**src/phs_pkg.sv**
```systemverilog
package phs_pkg;
  // command codes of the registers on the management port
  localparam logic [7:0] ADDR_EVENT_CAPTURE = 8'h3a;
  localparam logic [7:0] ADDR_PULSE_CONTROL = 8'h3c;
  localparam logic [7:0] ADDR_PROFILE_LIMIT = 8'h3d;

  // profile / status bit positions
  localparam int SRC_CMP = 6;
  localparam int SRC_CRIT = 5;
  localparam int SRC_NOM = 4;
  localparam int SRC_DCHG = 3;
  localparam int SRC_SYSV = 2;
  localparam int SRC_BAT = 1;
  localparam int SRC_ADP = 0;
  localparam int NUM_SRC = 7;

  // sources that survive adapter removal
  localparam logic [6:0] KEEP_NO_ADAPTER = 7'h4c;
  localparam logic [6:0] ALL_SOURCES = 7'h7f;

  // profile register fields
  localparam int VTH_LSB = 10;
  localparam int VTH_MSB = 15;
  localparam int DEG_LSB = 8;
  localparam int DEG_MSB = 9;
  localparam logic [5:0] VTH_RESET = 6'h20;
  localparam logic [1:0] DEG_RESET = 2'h0;
  localparam logic [6:0] PROFILE_RESET = 7'h20;
  localparam int VTH_STEP_SHIFT = 9; // 512 mA per code

  // pulse control register fields
  localparam int EXT_BIT = 5;
  localparam int WIDTH_LSB = 3;
  localparam int WIDTH_MSB = 4;
  localparam int CLEAR_BIT = 2;
  localparam logic [1:0] WIDTH_RESET = 2'h2;

  typedef enum logic [1:0] {
    PHS_W_100US = 2'b00,
    PHS_W_1MS = 2'b01,
    PHS_W_10MS = 2'b10,
    PHS_W_5MS = 2'b11
  } phs_width_e;

  // timing
  localparam int CLK_PERIOD_NS = 4;
  localparam int T_100US_NS = 100000;
  localparam int T_1MS_NS = 1000000;
  localparam int T_5MS_NS = 5000000;
  localparam int T_10MS_NS = 10000000;
  // least times round up; worked in ns so the 10 ms figure stays inside a 32-bit int
  localparam int CYC_100US = (T_100US_NS + CLK_PERIOD_NS - 1) / CLK_PERIOD_NS;
  localparam int CYC_1MS = (T_1MS_NS + CLK_PERIOD_NS - 1) / CLK_PERIOD_NS;
  localparam int CYC_5MS = (T_5MS_NS + CLK_PERIOD_NS - 1) / CLK_PERIOD_NS;
  localparam int CYC_10MS = (T_10MS_NS + CLK_PERIOD_NS - 1) / CLK_PERIOD_NS;
  localparam int CNT_W = 22;
endpackage

```
**src/phs_alert.sv**
```systemverilog
`timescale 1ns/1ps
module phs_alert
  import phs_pkg::*;
#(
  parameter int P_CYC_100US = CYC_100US,
  parameter int P_CYC_1MS = CYC_1MS,
  parameter int P_CYC_5MS = CYC_5MS,
  parameter int P_CYC_10MS = CYC_10MS
) (
  input wire logic i_sys_clk,
  input wire logic i_rstn,
  input wire logic i_comparator_trip,
  input wire logic i_critical_current_trip,
  input wire logic i_nominal_current_trip,
  input wire logic i_system_voltage_low,
  input wire logic i_battery_present,
  input wire logic i_adapter_ok,
  input wire logic [15:0] i_discharge_current_ma,
  input wire logic [7:0] i_reg_addr,
  input wire logic i_reg_wr,
  input wire logic i_reg_rd,
  input wire logic [15:0] i_reg_wdata,
  output logic [15:0] o_reg_rdata,
  output logic o_proc_hot_alert_n
);

  // ----------------------------------------------------------------
  // input synchronisers
  // ----------------------------------------------------------------
  // the analog side runs unclocked, so every level and the current word pass two flops
  logic [5:0] pin_s1_q, pin_s2_q;
  logic [15:0] dchg_s1_q, dchg_s2_q;
  logic bat_prev_q, adp_prev_q;
  logic [15:0] dchg_q;

  always_ff @(posedge i_sys_clk) begin
    // no reset: the chain tracks the pins through reset, so a level already high is no edge
    pin_s1_q <= {i_comparator_trip, i_critical_current_trip, i_nominal_current_trip,
                 i_system_voltage_low, i_battery_present, i_adapter_ok};
    pin_s2_q <= pin_s1_q;
    dchg_s1_q <= i_discharge_current_ma;
    dchg_s2_q <= dchg_s1_q;
    // the word is taken only once two samples agree, so a half-settled value never compares
    if (dchg_s1_q == dchg_s2_q) begin
      dchg_q <= dchg_s2_q;
    end
    bat_prev_q <= pin_s2_q[1];
    adp_prev_q <= pin_s2_q[0];
  end

  // mask follows the adapter one cycle late, so the adapter-ok fall itself can still alert
  wire logic adapter_present = adp_prev_q;

  // ----------------------------------------------------------------
  // registers
  // ----------------------------------------------------------------
  logic [5:0] vth_q;
  logic [1:0] deg_q;
  logic [6:0] profile_q;
  logic ext_q;
  logic [1:0] width_q;
  logic clear_q;
  logic active_q;

  wire logic wr_prof = i_reg_wr && (i_reg_addr == ADDR_PROFILE_LIMIT);
  wire logic wr_ctrl = i_reg_wr && (i_reg_addr == ADDR_PULSE_CONTROL);

  always_ff @(posedge i_sys_clk) begin
    if (!i_rstn) begin
      vth_q <= VTH_RESET;
      deg_q <= DEG_RESET;
      profile_q <= PROFILE_RESET;
    end else if (wr_prof) begin
      vth_q <= i_reg_wdata[VTH_MSB:VTH_LSB];
      deg_q <= i_reg_wdata[DEG_MSB:DEG_LSB];
      profile_q <= i_reg_wdata[NUM_SRC-1:0];
    end
  end

  always_ff @(posedge i_sys_clk) begin
    if (!i_rstn) begin
      ext_q <= 1'b0;
      width_q <= WIDTH_RESET;
      clear_q <= 1'b1;
    end else begin
      if (wr_ctrl) begin
        ext_q <= i_reg_wdata[EXT_BIT];
        width_q <= i_reg_wdata[WIDTH_MSB:WIDTH_LSB];
      end
      // clear bit returns to idle once the pulse is over
      if (wr_ctrl)
        clear_q <= i_reg_wdata[CLEAR_BIT];
      else if (!active_q)
        clear_q <= 1'b1;
    end
  end

  // ----------------------------------------------------------------
  // event sources
  // ----------------------------------------------------------------
  logic [6:0] trig_w, mask_w, hit_w;
  logic [15:0] dchg_limit_w;
  always_comb begin
    dchg_limit_w = {vth_q, 10'h000} >> (VTH_LSB - VTH_STEP_SHIFT);
    trig_w = '0;
    trig_w[SRC_CMP] = pin_s2_q[5];
    trig_w[SRC_CRIT] = pin_s2_q[4];
    trig_w[SRC_NOM] = pin_s2_q[3];
    trig_w[SRC_DCHG] = dchg_q > dchg_limit_w;
    trig_w[SRC_SYSV] = pin_s2_q[2];
    trig_w[SRC_BAT] = pin_s2_q[1] && !bat_prev_q;
    trig_w[SRC_ADP] = !pin_s2_q[0] && adp_prev_q;
    mask_w = profile_q & (adapter_present ? ALL_SOURCES : KEEP_NO_ADAPTER);
    hit_w = trig_w & mask_w;
  end

  wire logic fire_w = |hit_w;

  // ----------------------------------------------------------------
  // alert pulse
  // ----------------------------------------------------------------
  logic [CNT_W-1:0] cnt_q;
  logic [CNT_W-1:0] width_cyc_w;
  always_comb begin
    unique case (phs_width_e'(width_q))
      PHS_W_100US: width_cyc_w = CNT_W'(P_CYC_100US - 1);
      PHS_W_1MS: width_cyc_w = CNT_W'(P_CYC_1MS - 1);
      PHS_W_10MS: width_cyc_w = CNT_W'(P_CYC_10MS - 1);
      PHS_W_5MS: width_cyc_w = CNT_W'(P_CYC_5MS - 1);
    endcase
  end

  always_ff @(posedge i_sys_clk) begin
    if (!i_rstn) begin
      active_q <= 1'b0;
      cnt_q <= '0;
      o_proc_hot_alert_n <= 1'b1;
    end else begin
      if (fire_w) begin
        // enabled trigger starts or stretches a pulse
        active_q <= 1'b1;
        cnt_q <= width_cyc_w;
        o_proc_hot_alert_n <= 1'b0;
      end else if (active_q && ext_q) begin
        if (!clear_q) begin
          active_q <= 1'b0;
          o_proc_hot_alert_n <= 1'b1;
        end
      end else if (active_q) begin
        if (cnt_q == '0) begin
          active_q <= 1'b0;
          o_proc_hot_alert_n <= 1'b1;
        end else begin
          cnt_q <= cnt_q - 1'b1;
        end
      end
    end
  end

  // ----------------------------------------------------------------
  // status capture and readback
  // ----------------------------------------------------------------
  logic [6:0] status_q;
  logic armed_q;
  wire logic rd_stat = i_reg_rd && (i_reg_addr == ADDR_EVENT_CAPTURE);

  always_ff @(posedge i_sys_clk) begin
    if (!i_rstn) begin
      status_q <= '0;
      armed_q <= 1'b0;
    end else if (fire_w && !active_q) begin
      status_q <= hit_w;
      armed_q <= 1'b0;
    end else if (active_q) begin
      status_q <= status_q | hit_w;
      armed_q <= 1'b1;
    end else if (rd_stat && armed_q) begin
      status_q <= '0;
      armed_q <= 1'b0;
    end
  end

  always_ff @(posedge i_sys_clk) begin
    if (!i_rstn) begin
      o_reg_rdata <= '0;
    end else if (i_reg_rd) begin
      unique case (i_reg_addr)
        ADDR_EVENT_CAPTURE: o_reg_rdata <= {9'h000, status_q};
        ADDR_PULSE_CONTROL: o_reg_rdata <= {10'h000, ext_q, width_q, clear_q, 2'h0};
        ADDR_PROFILE_LIMIT: o_reg_rdata <= {vth_q, deg_q, 1'b0, profile_q};
        default: o_reg_rdata <= '0;
      endcase
    end
  end
endmodule

```
**config.mk**
```make
export PLATFORM = sky130hd
export DESIGN_NAME = phs_alert
export DESIGN_NICKNAME = d
export VERILOG_FILES = /design/src/phs_pkg.sv /design/src/phs_alert.sv
export SDC_FILE = /design/constraint.sdc
export NUM_CORES = 1
export LEC_CHECK = 0
export ABC_AREA = 1
export BUFFER_PORTS_ARGS = -buffer_cell sky130_fd_sc_hd__clkbuf_2
export CORE_ASPECT_RATIO = 0.9
export CORE_UTILIZATION = 51
export CTS_CLUSTER_DIAMETER = 30
export DETAILED_ROUTE_END_ITERATION = 6
export PLACE_DENSITY_LB_ADDON = 0.08
export SYNTH_ARGS = -nofsm -noshare
export SYNTH_HDL_FRONTEND = slang
export SYNTH_SLANG_ARGS = --single-unit
```
**constraint.sdc**
```tcl
create_clock -name i_sys_clk -period 2.45 [get_ports i_sys_clk]
set_input_delay 0.245 -clock i_sys_clk [delete_from_list [all_inputs] [get_ports i_sys_clk]]
set_output_delay 0.245 -clock i_sys_clk [all_outputs]
set_load 0.05 [all_outputs]
```
==> results.txt <==
- Cell Rows: 34
- In the global route stage, met1 resource usage came out at 0.306.
- For the pin with the worst max-slew slack, the measured transition is between 0.7 and 0.8 ns.
* Power per Cell Area: 832 nW/um2
- The layer flagged by global routing as most heavily used is met2.
* Proportion of layout cells with a drive suffix above 1: 0.170
- Synthesized instance count: about 640
* Core region area: about 9800 um2
- Maximum clock path buffer count: 2
- Leakage power: approximately 2.8 nW
- In this run the remaining antenna-violating nets after routing total 0.
- Data required time of the critical path: 2.73 ns
- In this run, distinct cell masters in the synthesized netlist total 37.
- Part of the Yosys area used for sequential elements: 0.523
- Drt wl/cell: 13.8 um
* Largest net degree at the start of global routing: between 40 and 50
- The first detailed-routing pass took 6 iterations.
* Max-slew violation count: 0
- For this run, design rule violations remaining after detail routing come to 0.
- Clock transition at the registers of the reported paths: 0.05 ns
- HPWL after detailed placement: about 8000 um
- CTS sink cnt: between 100 and 150
- Post-detailed-route via-to-cell ratio: just over 5
- Via count of the first global-routing pass: around 4500
* Clock Latency Late Sink: 0.41 ns
- The routed design could run at a clock period as short as approximately 2.1 ns.
* Global-route usage over all layers: 0.252
* Worst path most repeated cell: nand2_1
* Combined area of all synthesized cells: 5210 um2
* Hold Crit Class: input port to register
- Arrival @ worst endpoint: 2.39 ns
* Relative slew slack: 0.526
- TritonCTS clock tree: built
- Final TNS setup: 0 ns
- Flop-to-flop setup slack: ~0.34 ns
- The detailed router finished its first iteration with between 300 and 400 violations.
* Post-placement worst setup slack: around 0.37 ns
* Floorplan die area: roughly 11000 um2
* Total number of yosys warnings: 0
- Maximum fanout along the worst path: 25
- Largest voltage drop on the vdd net: roughly 0.65 mV
- Overflow left after global routing: 0
- Routability congestion estimate: between 0.8 and 0.9
* Routed vias: around 4500
- First-pass GRT wire length: slightly above 20000 um
- M2 GR Usage: 0.422
* I/O pins: between 60 and 70
- Setup repair bufs after CTS: 0
* Post-route fraction of the period consumed by the critical path: 0.859
- Number of antenna violations at the first check in global routing: 0
- The root buffer cell chosen for the clock tree is clkbuf_16.
- The worst path meets setup with roughly 0.34 ns of slack.
- IO buf count: 64
- Slowest CP cell: dfxtp_1
* Setup skew after layout: between 0.007 and 0.008 ns
- Outcome: finished, final reports clean
- For this run, the share of the core covered by cells in the final layout is 0.659.
- Number of antenna diodes: 0
- Met3 capacity usage during global routing: 0.0534
- Effective utilization at floorplan: 0.532
- When the netlist entered floorplanning its net count stood at 700.
- Startpoint Class: register
- In this design, the stage delay of the slowest critical-path cell is between 0.3 and 0.4 ns.
* Kind of end point of the critical path: register
- For this run, the top clock speed supported by timing is about 470 MHz.
- The number of clock buffers added by TritonCTS is 17.
* Deepest level of the CTS H-tree: 4
- Synthesized flop and latch total: ~130
* Overall die height: 97.9 um
* Area added between synthesis and finish: 23.8%
- Setup repair after global routing left no endpoint under its margin.
- Setup violations remaining at the end of the flow were counted as 0.
- Measured along the x axis, the die boundary spans roughly 110 um.
* Post-synthesis area per instance: between 8 and 9 um2
- Count of max-cap constraint violations: 0
* Worst setup path class: register to register
* Cell-by-cell listing of the critical path: inv_1 -> ha_1 -> nand2_1 -> inv_1 -> nand2_1 -> nor2_1 -> nand2_1 -> nand3_2 -> nand2_4 -> nand2_1 -> o21ai_0 -> a21oi_1
- WL final: roughly 12000 um
* Nets: ~800
* Final number of hold-violating endpoints: 0
==> stage by stage <==
stage                     instances  hold slack [ns]  total power, mW  cell area, um2
after floorplan                 643            0.273             2.74            5210
after global placement          823            0.312             2.88            5640
after detailed placement        823            0.314             2.89            5640
after CTS                       877           0.0672             5.38            6450
after global routing            877           0.0743             5.58            6450
final                           877           0.0728             5.36            6450
==> power by group <==
group          total [mW]  internal [mW]  switching (mW)
registers            2.29           2.22          0.0744
clock network        2.47           1.57           0.901
logic               0.600          0.227           0.373
==> cell type report <==
cell class | count | area, um2
fill | 846 | 3340
sequential | 128 | 2720
multi-input combinational | 430 | 2130
timing repair buffer | 93 | 593
clock buffer | 22 | 474
inverter | 68 | 255
tap | 126 | 158
clock inverter | 10 | 109
==> worst paths after layout <==
| kind | startpoint | endpoint | cells past startpoint |
|---|---|---|---|
| max | vth_q[2] | cnt_q[8] | 12 |
| min | i_reg_wdata[8] | deg_q[0] | 3 |
| max reg2reg | vth_q[2] | cnt_q[8] | 12 |
| min reg2reg | pin_s1_q[1] | pin_s2_q[1] | 0 |
==> cells by family (layout without fill, tap and decap cells) <==
group                      Yosys count  count (layout)  share of synthesized area
and+or+nand+nor                    287             287                      0.245
DFF                                128             128                      0.523
adders and majority gates            7               7                     0.0168
other                                1               1                   0.000720
AOI/OAI and AO/OA                  118             118                      0.118
buffers and inverters               85             193                     0.0683
xor gates and xnor gates            17              17                     0.0286
==> cell usage in the layout (no fill, tap or decap), drive strengths merged <==
master	instances
nand4	8
conb	1
ha	7
o221ai	3
nor2	107
a31oi	1
buf	7
clkinv	6
nand3	34
or2	8
xnor2	10
clkinvlp	2
nor4	1
nand3b	2
xor2	7
o22ai	4
bufinv	2
a211oi	1
inv	68
dfxtp	112
dlygate4sd3	22
nor3	7
nand2	120
a21oi	52
clkbuf	86
edfxtp	16
o21ai	56
o211ai	1
==> metal layers <==
metal,wire length (um),up-vias
met3,608,19
met1,5360,2111
met2,5950,123
li1,-,2271
met5,0,-
met4,206,0
==> critical path, delay by kind of cell (launching register included) <==
family / cells / cell delay (ns)
compound gates: 2 / 0.23
fa+ha+maj: 1 / 0.31
buf+inv: 2 / 0.12
flops: 1 / 0.34
simple gates: 7 / 0.96
==> synth_stat cells, drive strengths merged <==
library cell,count,area (um2)
a211oi,1,7.51
a21oi,52,260
a31oi,1,6.26
buf,7,62.6
clkbuf,10,37.5
clkinv,1,3.75
conb,1,3.75
dfxtp,112,2240
edfxtp,16,480
ha,7,87.6
inv,67,251
nand2,120,460
nand3,34,208
nand3b,2,15.0
nand4,8,56.3
nor2,107,422
nor3,7,57.6
nor4,1,6.26
o211ai,1,7.51
o21ai,56,280
o221ai,3,26.3
o22ai,4,25.0
or2,8,50.1
xnor2,10,87.6
xor2,7,61.3
==> registers in the layout (all words and copies together) (netlist names) <==
signal,flops
clear_q,1
cnt_q,22
vth_q,6
dchg_s1_q,16
adapter_present,1
width_q,2
armed_q,1
profile_q,7
o_proc_hot_alert_n,1
dchg_q,16
dchg_s2_q,16
active_q,1
o_reg_rdata,15
pin_s2_q,6
status_q,7
ext_q,1
bat_prev_q,1
pin_s1_q,6
deg_q,2
==> repair_timing <==
action                                  in CTS  in global routing
endpoints found under the setup margin       0                  0
resized for setup                            0                  0
hold buffers                                22                  0
hold endpoints to repair                    22                  0
Note: power is estimated with default switching activity, not from simulation.
